==> src/design/radio_cfg_pkg.sv <==
// Purpose: Shared constants for the calibration and offset compensation settings
// Assumes: Register port addresses are six bits wide, data eight bits
// Notes:   Reserved bits 7:6 of both registers read as zero

package radio_cfg_pkg;

	// Register addresses
	localparam logic [5:0] MAIN_CTRL_ADDR   = 6'h18;
	localparam logic [5:0] OFFSET_COMP_ADDR = 6'h19;

	// Reset values and writable bit masks
	localparam logic [7:0] MAIN_CTRL_RESET   = 8'h04;
	localparam logic [7:0] OFFSET_COMP_RESET = 8'h36;
	localparam logic [7:0] WRITABLE_MASK     = 8'h3F;

	// Field positions, main control register
	localparam int AUTO_CAL_LSB   = 4;
	localparam int EXPIRY_SEL_LSB = 2;
	localparam int PIN_CTRL_BIT   = 1;
	localparam int KEEP_ON_BIT    = 0;

	// Field positions, offset compensation register
	localparam int FREEZE_BIT     = 5;
	localparam int PRE_GAIN_LSB   = 3;
	localparam int POST_GAIN_BIT  = 2;
	localparam int LIMIT_LSB      = 0;

	// Auto calibration selector codes
	typedef enum logic [1:0] {
		CAL_NEVER        = 2'h0,
		CAL_ON_START     = 2'h1,
		CAL_ON_RETURN    = 2'h2,
		CAL_EVERY_FOURTH = 2'h3
	} auto_cal_e;

	// Return counter value that marks the fourth return
	localparam logic [1:0] FOURTH_RETURN = 2'h3;

	// Power-on expiry counter widths
	localparam int RIPPLE_W = 6;
	localparam int EXPIRY_W = 9;
	localparam logic [RIPPLE_W-1:0] RIPPLE_LAST = 6'h3F;

	// Expiry counts for selector codes
	localparam logic [EXPIRY_W-1:0] EXPIRY_CNT_0 = 9'h001;
	localparam logic [EXPIRY_W-1:0] EXPIRY_CNT_1 = 9'h010;
	localparam logic [EXPIRY_W-1:0] EXPIRY_CNT_2 = 9'h040;
	localparam logic [EXPIRY_W-1:0] EXPIRY_CNT_3 = 9'h100;

	// Gain in units of K/2, and limit code meaning disabled
	localparam logic [3:0] GAIN_HALF_K  = 4'h1;
	localparam logic [1:0] LIMIT_OFF    = 2'h0;

	// Number of ripple expiries needed for a selector code
	function automatic logic [EXPIRY_W-1:0] expiry_target(input logic [1:0] sel);
		logic [EXPIRY_W-1:0] t;
		t = EXPIRY_CNT_0;
		case (sel)
			2'h0: t = EXPIRY_CNT_0;
			2'h1: t = EXPIRY_CNT_1;
			2'h2: t = EXPIRY_CNT_2;
			default: t = EXPIRY_CNT_3;
		endcase
		return t;
	endfunction : expiry_target

	// Pre-sync gain (code+1)*K expressed in K/2 units
	function automatic logic [3:0] pre_gain_halves(input logic [1:0] code);
		logic [2:0] mult;
		mult = {1'b0, code} + 3'h1;
		return {mult, 1'b0};
	endfunction : pre_gain_halves

endpackage : radio_cfg_pkg

==> src/design/auto_cal_trigger.sv <==
// Purpose: Decides when the synthesizer calibration starts
// Assumes: Event inputs are one-cycle pulses on core_clk_i
// Notes:   Return counter only advances while the every-fourth mode is selected

`timescale 1ns/10ps

module auto_cal_trigger (
	// Clock and reset
	input  wire logic       core_clk_i,
	input  wire logic       rst_i,
	// Settings and events
	input  wire logic [1:0] auto_cal_select_i,
	input  wire logic       idle_exit_i,
	input  wire logic       auto_return_i,
	input  wire logic       calibrate_strobe_i,
	// Calibration start pulse
	output logic            cal_start_o
);

	logic [1:0] returns_q;
	logic [1:0] returns_d;
	logic       cal_q;
	logic       cal_d;

	// Next calibration pulse and return count
	always_comb begin
		returns_d = returns_q;
		cal_d     = calibrate_strobe_i;
		unique case (radio_cfg_pkg::auto_cal_e'(auto_cal_select_i))
			radio_cfg_pkg::CAL_NEVER: begin
				cal_d = calibrate_strobe_i;
			end
			radio_cfg_pkg::CAL_ON_START: begin
				cal_d = calibrate_strobe_i | idle_exit_i;
			end
			radio_cfg_pkg::CAL_ON_RETURN: begin
				cal_d = calibrate_strobe_i | auto_return_i;
			end
			radio_cfg_pkg::CAL_EVERY_FOURTH: begin
				if (auto_return_i) begin
					returns_d = returns_q + 2'h1;
					cal_d     = calibrate_strobe_i | (returns_q == radio_cfg_pkg::FOURTH_RETURN);
				end
			end
		endcase
	end

	// Register state
	always_ff @(posedge core_clk_i or posedge rst_i) begin
		if (rst_i) begin
			returns_q <= 2'h0;
			cal_q     <= 1'b0;
		end else begin
			returns_q <= returns_d;
			cal_q     <= cal_d;
		end
	end

	assign cal_start_o = cal_q;
endmodule : auto_cal_trigger

==> src/design/power_on_expiry.sv <==
// Purpose: Holds chip ready off until the ripple counter expired enough times
// Assumes: osc_running_i is already synchronised to core_clk_i
// Notes:   Losing the oscillator restarts the whole count

`timescale 1ns/10ps

module power_on_expiry (
	// Clock and reset
	input  wire logic       core_clk_i,
	input  wire logic       rst_i,
	// Settings and oscillator state
	input  wire logic [1:0] expiry_select_i,
	input  wire logic       osc_running_i,
	// Active-low chip ready
	output logic            chip_ready_n_out_o
);

	typedef enum logic [2:0] {
		EXP_OFF   = 3'b001,
		EXP_COUNT = 3'b010,
		EXP_DONE  = 3'b100
	} exp_state_e;

	exp_state_e                           state_q;
	exp_state_e                           state_d;
	logic [radio_cfg_pkg::RIPPLE_W-1:0]   ripple_q;
	logic [radio_cfg_pkg::RIPPLE_W-1:0]   ripple_d;
	logic [radio_cfg_pkg::EXPIRY_W-1:0]   expired_q;
	logic [radio_cfg_pkg::EXPIRY_W-1:0]   expired_d;
	logic                                 ready_n_q;
	logic                                 ready_n_d;

	// Count ripple wraps after the oscillator starts
	always_comb begin
		state_d   = state_q;
		ripple_d  = ripple_q;
		expired_d = expired_q;
		ready_n_d = 1'b1;
		unique case (state_q)
			EXP_OFF: begin
				ripple_d  = '0;
				expired_d = '0;
				if (osc_running_i) begin
					state_d = EXP_COUNT;
				end
			end
			EXP_COUNT: begin
				ripple_d = ripple_q + 6'h01;
				if (ripple_q == radio_cfg_pkg::RIPPLE_LAST) begin
					expired_d = expired_q + 9'h001;
				end
				if (expired_q >= radio_cfg_pkg::expiry_target(expiry_select_i)) begin
					state_d   = EXP_DONE;
					ready_n_d = 1'b0;
				end
			end
			EXP_DONE: begin
				ready_n_d = 1'b0;
			end
		endcase
		if (!osc_running_i) begin
			state_d   = EXP_OFF;
			ready_n_d = 1'b1;
		end
	end

	// Register state
	always_ff @(posedge core_clk_i or posedge rst_i) begin
		if (rst_i) begin
			state_q   <= EXP_OFF;
			ripple_q  <= '0;
			expired_q <= '0;
			ready_n_q <= 1'b1;
		end else begin
			state_q   <= state_d;
			ripple_q  <= ripple_d;
			expired_q <= expired_d;
			ready_n_q <= ready_n_d;
		end
	end

	assign chip_ready_n_out_o = ready_n_q;
endmodule : power_on_expiry

==> src/design/radio_cal_and_offset_comp_config.sv <==
// Purpose: Settings registers for synthesizer calibration and offset compensation
// Assumes: Register port comes from the serial decoder on core_clk_i
// Notes:   Pin inputs and oscillator status pass a three-stage filter

`timescale 1ns/10ps

// Notes on behaviour
// - Selector zero: calibrate only on strobe
// - Selector one: calibrate leaving idle
// - Selector two: calibrate on automatic idle return
// - Selector three: calibrate every fourth return
// - Chip ready after selected ripple expiries
// - Gate bit freezes loops until carrier
// - Pre-sync gain K to 4K
// - Post-sync gain same or K/2
// - Limit zero, eighth, quarter, half bandwidth
module radio_cal_and_offset_comp_config (
	// Clock and reset
	input  wire logic       core_clk_i,
	input  wire logic       rst_i,
	// Register port
	input  wire logic [5:0] reg_addr_i,
	input  wire logic [7:0] reg_wdata_i,
	input  wire logic       reg_wr_i,
	input  wire logic       reg_rd_i,
	output logic      [7:0] reg_rdata_o,
	// Radio state events
	input  wire logic       idle_exit_i,
	input  wire logic       auto_return_i,
	input  wire logic       calibrate_strobe_i,
	output logic            cal_start_o,
	// Crystal oscillator
	input  wire logic       osc_running_i,
	input  wire logic       sleep_i,
	output logic            osc_enable_o,
	output logic            chip_ready_n_out_o,
	// Demodulator loops
	input  wire logic       carrier_sense_i,
	input  wire logic       sync_found_i,
	output logic            loop_freeze_o,
	output logic      [3:0] offset_gain_o,
	output logic      [1:0] offset_limit_o,
	output logic            offset_comp_en_o,
	// Radio control pins
	input  wire logic [1:0] radio_pins_i,
	output logic      [1:0] radio_pin_req_o
);

	localparam int SYNC_W = 3;

	// Configuration registers
	logic [7:0] main_ctrl_q;
	logic [7:0] main_ctrl_d;
	logic [7:0] offset_comp_q;
	logic [7:0] offset_comp_d;
	logic [7:0] rdata_q;
	logic [7:0] rdata_d;

	// Field views
	logic [1:0] auto_cal_select;
	logic [1:0] power_on_expiry_select;
	logic       pin_ctrl_en;
	logic       osc_keep_on_in_sleep;
	logic       freeze_loops_until_carrier;
	logic [1:0] offset_gain_pre_sync;
	logic       offset_gain_post_sync;
	logic [1:0] offset_comp_limit;

	// Filtered outside inputs
	logic [SYNC_W-1:0] raw_in;
	logic [SYNC_W-1:0] stage1_q;
	logic [SYNC_W-1:0] stage2_q;
	logic [SYNC_W-1:0] stage3_q;
	logic [SYNC_W-1:0] filt_q;
	logic [SYNC_W-1:0] filt_d;
	logic              osc_running_f;
	logic [1:0]        pins_f;

	// Demodulator, pin and oscillator outputs
	logic       freeze_q;
	logic       freeze_d;
	logic [3:0] gain_q;
	logic [3:0] gain_d;
	logic [1:0] limit_q;
	logic [1:0] limit_d;
	logic       comp_en_q;
	logic       comp_en_d;
	logic [1:0] pin_req_q;
	logic [1:0] pin_req_d;
	logic       osc_en_q;
	logic       osc_en_d;

	// Field extraction
	assign auto_cal_select            = main_ctrl_q[radio_cfg_pkg::AUTO_CAL_LSB +: 2];
	assign power_on_expiry_select     = main_ctrl_q[radio_cfg_pkg::EXPIRY_SEL_LSB +: 2];
	assign pin_ctrl_en                = main_ctrl_q[radio_cfg_pkg::PIN_CTRL_BIT];
	assign osc_keep_on_in_sleep       = main_ctrl_q[radio_cfg_pkg::KEEP_ON_BIT];
	assign freeze_loops_until_carrier = offset_comp_q[radio_cfg_pkg::FREEZE_BIT];
	assign offset_gain_pre_sync       = offset_comp_q[radio_cfg_pkg::PRE_GAIN_LSB +: 2];
	assign offset_gain_post_sync      = offset_comp_q[radio_cfg_pkg::POST_GAIN_BIT];
	assign offset_comp_limit          = offset_comp_q[radio_cfg_pkg::LIMIT_LSB +: 2];

	// Register writes and reads; reserved bits stay zero
	always_comb begin
		main_ctrl_d   = main_ctrl_q;
		offset_comp_d = offset_comp_q;
		rdata_d       = rdata_q;
		if (reg_wr_i) begin
			if (reg_addr_i == radio_cfg_pkg::MAIN_CTRL_ADDR) begin
				main_ctrl_d = reg_wdata_i & radio_cfg_pkg::WRITABLE_MASK;
			end
			if (reg_addr_i == radio_cfg_pkg::OFFSET_COMP_ADDR) begin
				offset_comp_d = reg_wdata_i & radio_cfg_pkg::WRITABLE_MASK;
			end
		end
		if (reg_rd_i) begin
			if (reg_addr_i == radio_cfg_pkg::MAIN_CTRL_ADDR) begin
				rdata_d = main_ctrl_q;
			end else if (reg_addr_i == radio_cfg_pkg::OFFSET_COMP_ADDR) begin
				rdata_d = offset_comp_q;
			end else begin
				rdata_d = 8'h00; // Unmapped address reads zero
			end
		end
	end

	always_ff @(posedge core_clk_i or posedge rst_i) begin
		if (rst_i) begin
			main_ctrl_q   <= radio_cfg_pkg::MAIN_CTRL_RESET;
			offset_comp_q <= radio_cfg_pkg::OFFSET_COMP_RESET;
			rdata_q       <= 8'h00;
		end else begin
			main_ctrl_q   <= main_ctrl_d;
			offset_comp_q <= offset_comp_d;
			rdata_q       <= rdata_d;
		end
	end

	assign reg_rdata_o = rdata_q;

	// Three-stage filter; a change counts once stages two and three agree
	assign raw_in = {radio_pins_i, osc_running_i};

	generate
		for (genvar i = 0; i < SYNC_W; i++) begin : g_filt
			always_comb begin
				filt_d[i] = (stage2_q[i] == stage3_q[i]) ? stage3_q[i] : filt_q[i];
			end
		end
	endgenerate

	always_ff @(posedge core_clk_i or posedge rst_i) begin
		if (rst_i) begin
			stage1_q <= '0;
			stage2_q <= '0;
			stage3_q <= '0;
			filt_q   <= '0;
		end else begin
			stage1_q <= raw_in;
			stage2_q <= stage1_q;
			stage3_q <= stage2_q;
			filt_q   <= filt_d;
		end
	end

	assign osc_running_f = filt_q[0];
	assign pins_f        = filt_q[2:1];

	// Calibration trigger
	auto_cal_trigger u_cal (
		.core_clk_i         (core_clk_i),
		.rst_i              (rst_i),
		.auto_cal_select_i  (auto_cal_select),
		.idle_exit_i        (idle_exit_i),
		.auto_return_i      (auto_return_i),
		.calibrate_strobe_i (calibrate_strobe_i),
		.cal_start_o        (cal_start_o)
	);

	// Chip ready after oscillator start
	power_on_expiry u_expiry (
		.core_clk_i         (core_clk_i),
		.rst_i              (rst_i),
		.expiry_select_i    (power_on_expiry_select),
		.osc_running_i      (osc_running_f),
		.chip_ready_n_out_o (chip_ready_n_out_o)
	);

	// Loop freeze, gain, limit, pin control and oscillator keep-on
	always_comb begin
		freeze_d  = freeze_loops_until_carrier & ~carrier_sense_i;
		gain_d    = radio_cfg_pkg::pre_gain_halves(offset_gain_pre_sync);
		if (sync_found_i && offset_gain_post_sync) begin
			gain_d = radio_cfg_pkg::GAIN_HALF_K;
		end
		limit_d   = offset_comp_limit;
		comp_en_d = offset_comp_limit != radio_cfg_pkg::LIMIT_OFF;
		pin_req_d = pin_ctrl_en ? pins_f : 2'h0;
		osc_en_d  = ~sleep_i | osc_keep_on_in_sleep;
	end

	always_ff @(posedge core_clk_i or posedge rst_i) begin
		if (rst_i) begin
			freeze_q  <= 1'b0;
			gain_q    <= 4'h0;
			limit_q   <= 2'h0;
			comp_en_q <= 1'b0;
			pin_req_q <= 2'h0;
			osc_en_q  <= 1'b0;
		end else begin
			freeze_q  <= freeze_d;
			gain_q    <= gain_d;
			limit_q   <= limit_d;
			comp_en_q <= comp_en_d;
			pin_req_q <= pin_req_d;
			osc_en_q  <= osc_en_d;
		end
	end

	assign loop_freeze_o    = freeze_q;
	assign offset_gain_o    = gain_q;
	assign offset_limit_o   = limit_q;
	assign offset_comp_en_o = comp_en_q;
	assign radio_pin_req_o  = pin_req_q;
	assign osc_enable_o     = osc_en_q;
endmodule : radio_cal_and_offset_comp_config

==> config.mk <==
export PLATFORM = sky130hd
export DESIGN_NAME = radio_cal_and_offset_comp_config
export DESIGN_NICKNAME = d
export VERILOG_FILES = /design/src/design/radio_cfg_pkg.sv /design/src/design/auto_cal_trigger.sv /design/src/design/power_on_expiry.sv /design/src/design/radio_cal_and_offset_comp_config.sv
export SDC_FILE = /design/constraint.sdc
export NUM_CORES = 1
export LEC_CHECK = 0
export BUFFER_PORTS_ARGS = -buffer_cell sky130_fd_sc_hd__buf_4
export CORE_MARGIN = 2
export CORE_UTILIZATION = 50
export CTS_CLUSTER_DIAMETER = 100
export DETAILED_ROUTE_END_ITERATION = 8
export PLACE_DENSITY = 0.84
export SLEW_MARGIN = 20
export SYNTH_ARGS = -nofsm -noshare
export SYNTH_HDL_FRONTEND = slang
export SYNTH_SLANG_ARGS = --single-unit
==> constraint.sdc <==
create_clock -name core_clk_i -period 2.1 [get_ports core_clk_i]
set_clock_uncertainty 0.2 [all_clocks]
set_input_delay 0.42 -clock core_clk_i [delete_from_list [all_inputs] [get_ports core_clk_i]]
set_output_delay 0.42 -clock core_clk_i [all_outputs]
set_load 0.01 [all_outputs]
# ---- Word-level counts from Yosys, hierarchy flattened
# Cells that the tools add are included.
dict set report op_classes {
  addsub 4
  n_lt_le_gt_ge 1
  eq_ne 18
  mux 17
  bitwise_logic 7
  reduce_logical 10
}
# operator count
set op_table {}
lappend op_table {{9-bit one-hot mux with 3 select lines} 1}
lappend op_table {{9-bit 2-to-1 mux} 2}
lappend op_table {{9-bit one-hot mux with 2 select lines} 1}
lappend op_table {{6-bit by 5-bit == test with 1-bit output (second input constant)} 2}
lappend op_table {{6-bit 2-to-1 mux} 2}
lappend op_table {{6-bit one-hot mux with 2 select lines} 1}
lappend op_table {{2-bit AND reduction} 5}
lappend op_table {{9-bit by 1-bit adder with 9-bit output (second input constant)} 1}
lappend op_table {{9-bit >= comparator} 1}
lappend op_table {{2-bit == test (second input constant)} 4}
lappend op_table {{6-bit by 1-bit adder with 6-bit output (second input constant)} 1}
lappend op_table {{6-bit == test (second input constant)} 1}
lappend op_table {{3-bit 2-to-1 mux} 2}
lappend op_table {{3-bit one-hot mux with 2 select lines} 1}
lappend op_table {{2-bit by 1-bit == test with 1-bit output (second input constant)} 2}
lappend op_table {{2-bit logical NOT} 2}
lappend op_table {{4-bit 2-to-1 mux} 1}
lappend op_table {{1-bit bitwise OR} 4}
lappend op_table {{1-bit one-hot mux with 4 select lines} 1}
lappend op_table {{2-bit nonzero test} 2}
lappend op_table {{2-bit by 1-bit adder with 3-bit output (second input constant)} 1}
lappend op_table {{1-bit == test} 3}
lappend op_table {{3-bit by 1-bit == test with 1-bit output (second input constant)} 1}
lappend op_table {{3-bit by 2-bit == test with 1-bit output (second input constant)} 1}
lappend op_table {{11 further kinds} 14}
dict set report totals {
  regBits 65
  input_bits 27
  output_inout_bits 21
  wordCells 78
}

# ---- Longest topological paths before layout
# Gate-level depths: netlist of run 1.
dict set report logic_depth {
  ltp_word 7
  ltp_mapped 6
  depth_no_buf 6
}

# ---- Modules after synthesis
# A second synthesis of run 1 with hierarchy kept.
dict set report hier_totals {
  hier_cells 227
  area_unflattened_um2 2796.4
}
# mod instances cells_per_inst area_per_inst_um2 seq_area_each_um2
set modules_own_cells {}
lappend modules_own_cells {radio_cal_and_offset_comp_config 1 95 1483.9 1032.2}
lappend modules_own_cells {power_on_expiry 1 112 1112.3 478.0}
lappend modules_own_cells {auto_cal_trigger 1 20 200.2 75.1}

# ---- Least setup slack after synthesis of run 1
# No wires, ideal clock.
dict set report synth_path {
  path_kind {register -> register}
  startpoint {reg main_ctrl_q[2]}
  endpoint {reg u_expiry.state_q[2]}
  setup_ns 0.121
  t_arrival_ns 1.579
  t_required_ns 1.779
  path_slack_ns 0.200
  path_stages_with_launch 7
  n_path_buf 0
  period_less_slack_ns 1.900
  path_cell_list {dfstp_2 -> nand2b_1 -> ha_1 -> a211o_1 -> a21oi_1 -> o21ai_0 -> a22o_1}
}
dict set report synth_via {
  elab_chain_cells 6
  word_cells_on_any_way 8
  classes_between {1 x order compare; 3 x eq/ne; 2 x mux; 2 x reduce/logical}
}
# item line_no
set synth_lines {}
lappend synth_lines {{start: declaration} radio_cal_and_offset_comp_config.sv:52} ;# logic [7:0] main_ctrl_q;
lappend synth_lines {{start signal: assignment} radio_cal_and_offset_comp_config.sv:129} ;# main_ctrl_q <= radio_cfg_pkg::MAIN_CTRL_RESET;
lappend synth_lines {{start signal: assignment} radio_cal_and_offset_comp_config.sv:133} ;# main_ctrl_q <= main_ctrl_d;
lappend synth_lines {{2-bit == test (tied with other cells)} radio_cfg_pkg.sv:58} ;# case (sel)
lappend synth_lines {{9-bit one-hot mux with 3 select lines *} radio_cfg_pkg.sv:58}
lappend synth_lines {{9-bit 2-to-1 mux *} power_on_expiry.sv:39} ;# unique case (state_q)
lappend synth_lines {{9-bit >= comparator *} power_on_expiry.sv:52} ;# if (expired_q >= radio_cfg_pkg::expiry_target(expiry_select_i)) begin
lappend synth_lines {{3-bit by 2-bit inequality test with 1-bit output (no line) *} --}
lappend synth_lines {{2-bit AND reduction (no line) *} --}
lappend synth_lines {{end signal: assignment} power_on_expiry.sv:75} ;# state_q <= state_d;
lappend synth_lines {{end: declaration} power_on_expiry.sv:24} ;# exp_state_e state_q;
# Every way passes the cells marked *; elsewhere a longest branch is shown, timed or not. The select of a mux whose other input is x is not followed.
# A chain may end at the register's enable or synchronous reset.

# ---- Final worst setup path of run 1
# Same ends and word-level chain as after synthesis.

==> impl_results.md, run 1 <==
* Outcome: complete, no violations
* Main combinational cell family by area after synthesis: simple AND/OR/NAND/NOR gates
* Core region area at 5200 um^2
* Fin crit share at 94.5%
* Hold_sp: carrier_sense_i
* XOR/XNOR Fraction of Synth Area at 1.60%
* Most frequent cell after synthesis: dfrtp_1
* Power per Cell Area at 907 nW/um^2
* Vias in the first global route at 1949
* Hold path endpoint: loop_freeze_o$_DFF_PP0_
* # setup viols final at 0
* Rel. slew slack at 61.8%
* Crit path DAT at 2.01 ns
* Reg2Reg Depth at 6
* Critical R2R Capture: u_expiry.state_q[2]$_DFFE_PP0P_
* Post-route DRC at 0
* Post-synth top area share at 51.0%
* Number of nets in the layout at 321
* Max-Cap Viols at 0
* Setup ws final at 0.116 ns
* Compound-cell area share of the yosys netlist at 8.25%
* Num CTS Buffers at 9
* Max Slew Vio Count at 0
* Max Fclk at 0.504 GHz
* Mean number of vias per cell at 5.26
* IO Port Bufs at 43
* HP Class: primary input to register
* Clock Root Buffer: clkbuf_8
* RSZ-0062 raised after global routing: false
* LEAKAGE at 1.65 nW
* Final Hold Violating Endpoints at 0
* Vias post-DR at 1882
* Critical R2R Launch: main_ctrl_q[2]$_DFFE_PP1P_
* Actual slew at the worst max-slew pin at 0.572 ns
* Number of DRC markers in iteration 0 at 106
* Gr ovfl total at 0
* Post-synthesis instance area at 2750 um^2
* R2R Setup Slk at 0.12 ns
* Pin count of the biggest net entering global routing at 27
* Hold path depth at 2
* Dominant cells by area after synthesis: dfrtp_1, dfstp_2, mux2_2
* Area of the die at 6100 um^2
* Top cell type by total area after synthesis: dfrtp_1
* Synthesized area per cell at 12.3 um^2
* Mux contribution to synthesized area at 7.52%
* Die H at 78.1 um
* Setup tns final at 0 ns
* Diodes inserted at 0
* Crit start category: register
* Slowest CP cell: dfstp_2
* Ys flop type: dfrtp_1
* Layout overhead on the synthesized area at 27.0%
* Worst-skew pair later-pin latency at 0.34 ns
* CP delay by family, top: compound AO/OA/AOI/OAI gates
* Crit path buffers/inverters at 0
* GP Congestion at 0.773
* Post-synth top cells: dfrtp_1, o21ai_0, inv_1, mux2_2
* Clk sinks at 63
* Num ports at 48
* Layout cells sized above 1 at 33.7%
* Min cycle time layout at 1.98 ns
* WL per Instance at 15.0 um
* Post-DRT Antenna Nets at 0
* Max Buffers Root-to-Sink at 2
* Post-synth EDFFs at 0
* Die width at 78.1 um
* H-tree levels at 3
* Std-Cell Rows at 26
* DRT Pass-1 Iters at 4
* Post-synthesis sequential area ratio at 57.7%
* Total Routing Usage GR at 19.7%
* Crit-path max FO at 3
* Synth unique cells at 47
* Async S/R FF share, synth at 100%
* Postcts setup bufs at 0
* Setup CP Type: register to register
* Starting Density at 52.7%
* Synthesized-area fraction occupied by adder cells at 6.11%
* Post-DP HPWL at 3760 um
* Crit path required time at 2.13 ns
* Post-Syn Instances at 223
* Cell Chain, Critical Path: nand2b_1, ha_1, a211o_1, a21oi_1, o21ai_1, a22o_1
* First-pass GRT wire length at 9090 um
* Critical path's largest stage delay at 0.53 ns
* Clk slew on worst S/H paths at 0.07 ns
* Initial antenna violation count at 0
* Post-Synth Simple-Gate Area at 15.9%
* Peak VDD IR at 0.697 mV
* Placement Setup Slack at 0.0706 ns
* Yosys reg bits at 63
* WL final at 5370 um
* CTS tree: yes
* Synth warn at 0
* CP Capture Type: register
cell type report:
class	count	area, um^2
Inverter	13	52.6
Multi-Input combinational cell	143	1090
Sequential cell	63	1590
Fill cell	366	1720
Timing Repair Buffer	53	420
Clock buffer	10	138
Tap cell	70	87.6
Clock inverter	6	116
report_power, final:
| part | switching [mW] | leakage [nW] | total (mW) | internal, mW |
|---|---|---|---|---|
| Clock | 0.485 | 0.127 | 1.31 | 0.829 |
| Sequential | 0.0958 | 0.806 | 1.43 | 1.34 |
| Combinational | 0.192 | 0.712 | 0.417 | 0.225 |
| Total | 0.773 | 1.65 | 3.16 | 2.39 |
logic make-up after synthesis:
logic type                 after synthesis
xor gates and xnor gates                 5
and+or+nand+nor                         67
other                                    1
muxes                                   19
adders and majority gates               14
DFF                                     63
buffers and inverters                   18
AOI/OAI and AO/OA                       36
worst max path at each step:
stage                                                start                                 to  cells after the start
after global placement          main_ctrl_q[2]$_DFFE_PP1P_    u_expiry.state_q[2]$_DFFE_PP0P_                      6
after detailed placement        main_ctrl_q[2]$_DFFE_PP1P_    u_expiry.state_q[2]$_DFFE_PP0P_                      6
final                           main_ctrl_q[2]$_DFFE_PP1P_    u_expiry.state_q[2]$_DFFE_PP0P_                      6
after floorplan                 main_ctrl_q[2]$_DFFE_PP1P_    u_expiry.state_q[2]$_DFFE_PP0P_                      6
after global routing      u_expiry.ripple_q[0]$_DFFE_PP0P_  u_expiry.expired_q[5]$_DFFE_PP0P_                      5
after CTS                       main_ctrl_q[2]$_DFFE_PP1P_    u_expiry.state_q[2]$_DFFE_PP0P_                      6
stage by stage:
stage / instances / area (um^2) / utilization (%) / hold slack (ns) / total power, mW
4_1_cts: 358 / 3490 / 67.0 / 0.00848 / 3.19
5_1_grt: 358 / 3490 / 67.0 / 0.0126 / 3.30
3_3_place_gp: 338 / 3190 / 61.3 / 0.132 / 1.83
6_report: 358 / 3490 / 67.0 / 0.0242 / 3.16
3_5_place_dp: 338 / 3190 / 61.3 / 0.142 / 1.86
2_1_floorplan: 224 / 2750 / - / 0.131 / 1.68
metal layers:
metal | up-vias | track usage (%) | part of all wire [%]
met2 | 36 | 33.5 | 53
li1 | 914 | - | -
met3 | 6 | 6.78 | 5.4
met4 | 0 | 7.54 | 1.4
met5 | - | 0 | 0
met1 | 926 | 23.0 | 41
state kept, by name, summed over array words and instances (netlist names):
| name | count |
|---|---|
| radio_pin_req_o | 2 |
| stage2_q | 3 |
| stage3_q | 3 |
| offset_comp_q | 6 |
| u_expiry.ripple_q | 6 |
| u_cal.returns_q | 2 |
| loop_freeze_o | 1 |
| offset_gain_o | 4 |
| osc_enable_o | 1 |
| filt_q | 3 |
| u_expiry.chip_ready_n_out_o | 1 |
| main_ctrl_q | 6 |
| offset_comp_en_o | 1 |
| u_cal.cal_start_o | 1 |
| offset_limit_o | 2 |
| reg_rdata_o | 6 |
| u_expiry.state_q | 3 |
| stage1_q | 3 |
| u_expiry.expired_q | 9 |
cells in the final DEF, fill, tap and decap left out, types with 3 or more instances in the layout:
cell / instances
and2_1: 3
mux2i_1: 6
a21oi_1: 5
dlygate4sd3_1: 4
maj3_1: 3
o21ai_0: 13
nand4_1: 3
bufinv_16: 3
dfstp_2: 7
nor2_1: 12
mux2_2: 13
inv_1: 12
nand2b_1: 4
nand3_1: 6
nand2_1: 12
clkbuf_8: 10
dfrtp_1: 56
and3_1: 3
nor2b_1: 4
ha_1: 11
buf_4: 48
o22ai_1: 6
xnor2_1: 4
a22o_1: 3
or2_2: 3
what timing repair did:
item | 4_1_cts | 5_1_grt
hold buffers | 4 | 0
endpoints found under the setup margin | 0 | 2
endpoints found under the hold margin | 22 | 0
resized for setup | 0 | 1
(Power assumes the default switching activity.)
==> run 2, diff against run 1 <==
- SYNTH_HIERARCHICAL: not set -> 1
==> run 2 against run 1 <==
Effect of this change: sequential cell count unchanged; largest cell class unchanged; highest routed layer unchanged; cell count up 3.1%; synthesized cell count up 1.8%; power up 1.6%; register-to-register slack about the same.
==> impl_results.md, run 2 <==
* Hold Slack at 0.0333 ns (+0.00904 ns)
* Top cell type by total area after synthesis: dfrtp_1
* Most common cell after layout, fill and taps aside: dfrtp_1
* Vias post-DR at 1973 (+4.8%)
* Post-DRT Antenna Nets at 0 (unchanged)
* IO Port Bufs at 43 (unchanged)
* Num CTS Buffers at 9 (unchanged)
* Vias in the first global route at 1942 (-0.36%)
* Peak VDD IR at 0.882 mV (+27%)
* Fin crit share at 94.5% (about the same)
* HP Class: primary input to register
* Most frequent cell after synthesis: dfrtp_1
* Max-Cap Viols at 0 (unchanged)
* Post-synthesis instance area at 2800 um^2 (+1.9%)
* Fill cells at 390 (+6.6%)
* Reg with most FFs: u_expiry/expired_q
* Crit start category: register
* Max Fclk at 0.504 GHz (about the same)
* Final Hold Violating Endpoints at 0 (unchanged)
* Crit path DAT at 2.02 ns (about the same)
* Max Buffers Root-to-Sink at 2 (unchanged)
* RSZ-0062 raised after global routing: false
* Final Power at 3.21 mW (+1.6%)
* Area of the die at 6210 um^2 (+1.8%)
* Power per Cell Area at 904 nW/um^2 (-0.35%)
* H-tree levels at 3 (unchanged)
* CP startpoint: main_ctrl_q[2]$_DFFE_PP1P_
* Worst-skew pair later-pin latency at 0.35 ns (about the same)
* Async S/R FF share, synth at 100% (unchanged)
* Layout overhead on the synthesized area at 27.1% (about the same)
* Std-Cell Rows at 27 (+3.8%)
* Die width at 78.8 um (+0.88%)
* Outcome: complete, no violations
* # setup viols final at 0 (unchanged)
* Setup tns final at 0 ns (unchanged)
* Core region area at 5440 um^2 (+4.5%)
* Post-Syn Instances at 227 (+1.8%)
* R2R Setup Slk at 0.12 ns (about the same)
* Max Slew Vio Count at 0 (unchanged)
* Clock Root Buffer: clkbuf_8
* Min cycle time layout at 1.98 ns (+0.000726 ns)
* Post-synth top cells: dfrtp_1, inv_1, nor2_1
* Post-DP HPWL at 3760 um (about the same)
* Synth warn at 6 (+6)
* Most used cells in the layout excluding fill and tap cells: dfrtp_1, buf_4, inv_1
* Diodes inserted at 0 (unchanged)
* Critical R2R Launch: main_ctrl_q[2]$_DFFE_PP1P_
* DRT Pass-1 Iters at 5 (+1)
* Starting Density at 51.4% (-1.3 points)
* Max reg flops at 9 (unchanged)
* Post-route DRC at 0 (unchanged)
* Synth unique cells at 52 (+11%)
* Layout cells sized above 1 at 34.0% (+0.33 points)
* WL final at 5800 um (+8.0%)
* Mean number of vias per cell at 5.35 (+1.7%)
* CTS tree: yes
* Dominant cells by area after synthesis: dfrtp_1, dfstp_2, ha_1
* Gr ovfl total at 0 (unchanged)
* Initial antenna violation count at 0 (unchanged)
* Setup CP Type: register to register
* Clk sinks at 63 (unchanged)
* Total Routing Usage GR at 20.2% (+0.50 points)
* Pin count of the biggest net entering global routing at 42 (+56%)
* Reg area at 1590 um^2 (unchanged)
* Postcts setup bufs at 0 (unchanged)
* Hold_sp: sleep_i
* Post-synth EDFFs at 0 (unchanged)
* Die H at 78.8 um (+0.88%)
* Multi-input gate area at 1120 um^2 (+2.8%)
* Number of DRC markers in iteration 0 at 109 (+2.8%)
* First-pass GRT wire length at 9400 um (+3.4%)
* Ys flop type: dfrtp_1
* Crit path required time at 2.13 ns (about the same)
* Num ports at 48 (unchanged)
* Post-synth top area share at 50.1% (-0.94 points)
* Number of nets in the layout at 330 (+2.8%)
* GP Congestion at 0.827 (+7.1%)
* CP Capture Type: register
* Crit-path max FO at 3 (unchanged)
* Yosys reg bits at 63 (unchanged)
* Post-synthesis sequential area ratio at 56.7% (-1.1 points)
* Clk slew on worst S/H paths at 0.08 ns (about the same)
* Synthesized area per cell at 12.3 um^2 (about the same)
* LEAKAGE at 1.68 nW (+2.4%)
* WL per Instance at 15.7 um (+4.8%)
[run 2: cell count changes in the layout (fill, tap and decap cells not counted), sizes merged, moves of 3 or more]
cell and change:
buf +6, o21ai -4, a31oi +3, inv +3
[run 2: worst max-delay path, cell delays in order, from the launching register on]
cell and delay, ns:
dfstp_2 0.53, nand2b_1 0.10, ha_1 0.23, a211o_1 0.29, a21oi_1 0.15, o21ai_1 0.14, a22o_2 0.23
[run 2: where the power goes]
part | leakage [nW] | total, mW | internal [mW] | switching [mW]
Sequential | 0.806 | 1.43 | 1.34 | 0.0914
Combinational | 0.762 | 0.503 | 0.265 | 0.239
Clock | 0.116 | 1.28 | 0.789 | 0.490
Total | 1.68 | 3.21 | 2.39 | 0.820
[run 2: area by class of cell]
type | count | share of cell area [%]
clock buffers | 9 | 3.48
clock inverters | 7 | 3.34
inverters | 15 | 1.58
multi-input cells | 143 | 31.4
flip-flops and latches | 63 | 44.6
well taps | 72 | 2.53
repair buffers | 60 | 13.0
[run 2: repair_timing]
item                                    4_1_cts  5_1_grt
hold buffers                                  5        0
endpoints found under the setup margin        1        4
resized for setup                             1        2
hold endpoints to repair                     24        0
[run 2: cell families after synthesis]
family                   after synthesis  share of synthesized area, %
buffers and inverters                 22                          4.34
adder cells (fa/ha/maj)               14                          6.00
AND/OR/NAND/NOR                       65                          14.1
XOR/XNOR                               6                          1.88
other                                  1                         0.134
AO/OA/AOI/OAI                         36                          8.23
multiplexers                          20                          8.59
flip-flops                            63                          56.7
[run 2: final timing paths]
| kind | end | depth (start not counted) |
|---|---|---|
| setup / recovery | u_expiry/state_q[2]$_DFFE_PP0P_ | 6 |
| hold / removal | osc_enable_o$_DFF_PP0_ | 2 |
| setup reg to reg | u_expiry/state_q[2]$_DFFE_PP0P_ | 6 |
| hold reg to reg | stage2_q[0]$_DFF_PP0_ | 0 |
| max in group asynchronous | offset_comp_q[2]$_DFFE_PP1P_ | 4 |
| min in group asynchronous | u_cal/cal_start_o$_DFF_PP0_ | 3 |
[run 2: per-layer routing]
| layer | wire (um) | track usage [%] |
|---|---|---|
| met5 | 0 | 0 |
| met1 | 2410 | 25.0 |
| met2 | 3080 | 33.3 |
| met4 | 114 | 8.60 |
| met3 | 199 | 5.57 |
[run 2: stage by stage]
step           area (um^2)  cells  worst slack [ns]  utilization [%]
3_3_place_gp          3240    348             0.101             59.5
2_1_floorplan         2800    228             0.168                -
6_report              3550    369             0.115             65.4
4_1_cts               3540    369            0.0328             65.1
5_1_grt               3550    369            0.0136             65.4
3_5_place_dp          3240    348            0.0292             59.5
==> run 3, diff against run 2 <==
==> constraint.sdc (replaced) <==
create_clock -name core_clk_i -period 2.1 [get_ports core_clk_i]
set_clock_uncertainty 0.2 [all_clocks]
set_input_delay 0.105 -clock core_clk_i [delete_from_list [all_inputs] [get_ports core_clk_i]]
set_output_delay 0.105 -clock core_clk_i [all_outputs]
set_load 0.01 [all_outputs]
==> run 3 against run 2 <==
Effect of this change: critical path type unchanged; die area is the same; utilization up 1.3 points; power down 7.2%; fmax is 1.6% lower.
==> impl_results.md, run 3 (same netlist as run 2, synthesis figures left out) <==
* # setup viols final at 0 (unchanged)
* Core region area at 5440 um^2 (unchanged)
* Switching Fraction at 27.5% (+2.0 points)
* Setup CP Type: register to register
* Clock share of power at 34.5% (-5.3 points)
* Combinational power share at 17.3% (+1.6 points)
* Number of DRC markers in iteration 0 at 115 (+5.5%)
* First-pass GRT wire length at 10300 um (+9.9%)
* Die H at 78.8 um (unchanged)
* CTS tree: yes
* Fin crit share at 96.1% (+1.5 points)
* Actual slew at the worst max-slew pin at 0.754 ns
* Num ports at 48 (unchanged)
* Clock Root Buffer: clkbuf_8
* Reg with most FFs: u_expiry/expired_q
* Total Routing Usage GR at 22.2% (+2.0 points)
* Most common cell after layout, fill and taps aside: dfrtp_1
* Postcts setup bufs at 0 (unchanged)
* Std-Cell Rows at 27 (unchanged)
* Initial antenna violation count at 0 (unchanged)
* H-tree levels at 3 (unchanged)
* Final Power at 2.98 mW (-7.2%)
* CP Capture Type: register
* P_sw at 819 uW (-0.13%)
* Die width at 78.8 um (unchanged)
* Diodes inserted at 0 (unchanged)
* Min cycle time layout at 2.02 ns (+0.0323 ns)
* Area of the die at 6210 um^2 (unchanged)
* Vias in the first global route at 2110 (+8.7%)
* DRT Pass-1 Iters at 5 (unchanged)
* GP Congestion at 0.846 (+2.2%)
* Max-Cap Viols at 0 (unchanged)
* Finished Core Util at 66.7% (+1.3 points)
* Crit-path max FO at 3 (unchanged)
* Max Slew Vio Count at 0 (unchanged)
* Clk slew on worst S/H paths at 0.07 ns (about the same)
* Max Fclk at 0.496 GHz (-1.6%)
* Starting Density at 51.4% (unchanged)
* Max Buffers Root-to-Sink at 2 (unchanged)
* Crit start category: register
* HP Class: primary input to register
* Num CTS Buffers at 9 (unchanged)
* Number of nets in the layout at 341 (+3.3%)
* Hold Slack at 0.0710 ns (+0.0378 ns)
* Layout overhead on the synthesized area at 29.7%
* Max reg flops at 9 (unchanged)
* Outcome: complete, no violations
* Peak VDD IR at 0.511 mV (-42%)
* WL final at 6170 um (+6.4%)
* Flop pwr share at 48.1% (+3.6 points)
* Rel. slew slack at 49.7%
* Post-DRT Antenna Nets at 0 (unchanged)
* Gr ovfl total at 0 (unchanged)
* Most used cells in the layout excluding fill and tap cells: dfrtp_1, buf_4, dlygate4sd3_1
* Clk sinks at 63 (unchanged)
* Layout cells sized above 1 at 31.8% (-2.2 points)
* Setup tns final at 0 ns (unchanged)
* Power per Cell Area at 822 nW/um^2 (-9.1%)
* Mean number of vias per cell at 5.43 (+1.5%)
* R2R Setup Slk at 0.08 ns (-0.03 ns)
* Final Hold Violating Endpoints at 0 (unchanged)
* Post-route DRC at 0 (unchanged)
* IO Port Bufs at 43 (unchanged)
* Post-DP HPWL at 3780 um (+0.65%)
* Pin count of the biggest net entering global routing at 42 (unchanged)
* LEAKAGE at 1.71 nW (+1.4%)
* Worst-skew pair later-pin latency at 0.34 ns (about the same)
* Crit path required time at 2.14 ns (about the same)
* Crit path DAT at 2.05 ns (+0.03 ns)
* Pint at 2.16 mW (-9.7%)
* Vias post-DR at 2062 (+4.5%)
* WL per Instance at 16.2 um (+3.3%)
* RSZ-0062 raised after global routing: false
==> run 3: through the flow <==
| stage | instance area (um^2) | setup WS, ns | std cells |
|---|---|---|---|
| after floorplan | 2800 | 0.168 | 228 |
| after global placement | 3210 | 0.115 | 344 |
| after detailed placement | 3210 | 0.0419 | 344 |
| after CTS | 3600 | 0.0380 | 380 |
| after global routing | 3630 | 0.0382 | 380 |
| final | 3630 | 0.0828 | 380 |
==> run 3: timing repair <==
| item | in CTS | in global routing |
|---|---|---|
| pin swaps | 0 | 1 |
| hold buffers | 20 | 0 |
| hold endpoints to repair | 86 | 0 |
| gates resized for setup | 1 | 3 |
| setup endpoints to repair | 1 | 2 |
==> run 3: metal layers <==
layer / vias to the layer above / global-route usage, % / routed length (um)
li1: 951 / - / -
met1: 1034 / 26.7 / 2490
met2: 66 / 37.9 / 3300
met3: 11 / 4.77 / 252
met4: 0 / 11.1 / 121
met5: - / 0 / 0
==> run 3: power by group through the flow <==
stage          clock network, mW  logic (mW)  registers, mW
3_3_place_gp                   0       0.442           1.44
4_1_cts                     1.05       0.503           1.43
3_5_place_dp                   0       0.467           1.45
2_1_floorplan                  0       0.263           1.45
5_1_grt                     1.12       0.572           1.45
6_report                    1.03       0.517           1.43
==> run 3: final cells by class <==
type,count,area [um^2]
Multi-Input combinational cell,143,1120
Clock buffer,9,124
Fill cell,375,1810
Timing Repair Buffer,71,583
Sequential cell,63,1590
Clock inverter,7,71.3
Tap cell,72,90.1
Inverter,15,56.3
==> run 3: critical path: stages (launching register included) <==
cell	delay, ns
dfstp_2	0.53
nand2b_1	0.10
ha_1	0.25
a211o_1	0.32
a21oi_2	0.19
o21ai_2	0.11
a22o_2	0.22
==> run 3: final timing paths <==
path | startpoint | to | depth (start not counted)
min in group asynchronous | rst_i | stage2_q[0]$_DFF_PP0_ | 4
max reg2reg | main_ctrl_q[2]$_DFFE_PP1P_ | u_expiry/state_q[2]$_DFFE_PP0P_ | 6
min | reg_addr_i[1] | reg_rdata_o[5]$_DFFE_PP0P_ | 3
max | main_ctrl_q[2]$_DFFE_PP1P_ | u_expiry/state_q[2]$_DFFE_PP0P_ | 6
max in group asynchronous | rst_i | u_expiry/expired_q[3]$_DFFE_PP0P_ | 3
min reg2reg | stage1_q[0]$_DFF_PP0_ | stage2_q[0]$_DFF_PP0_ | 0
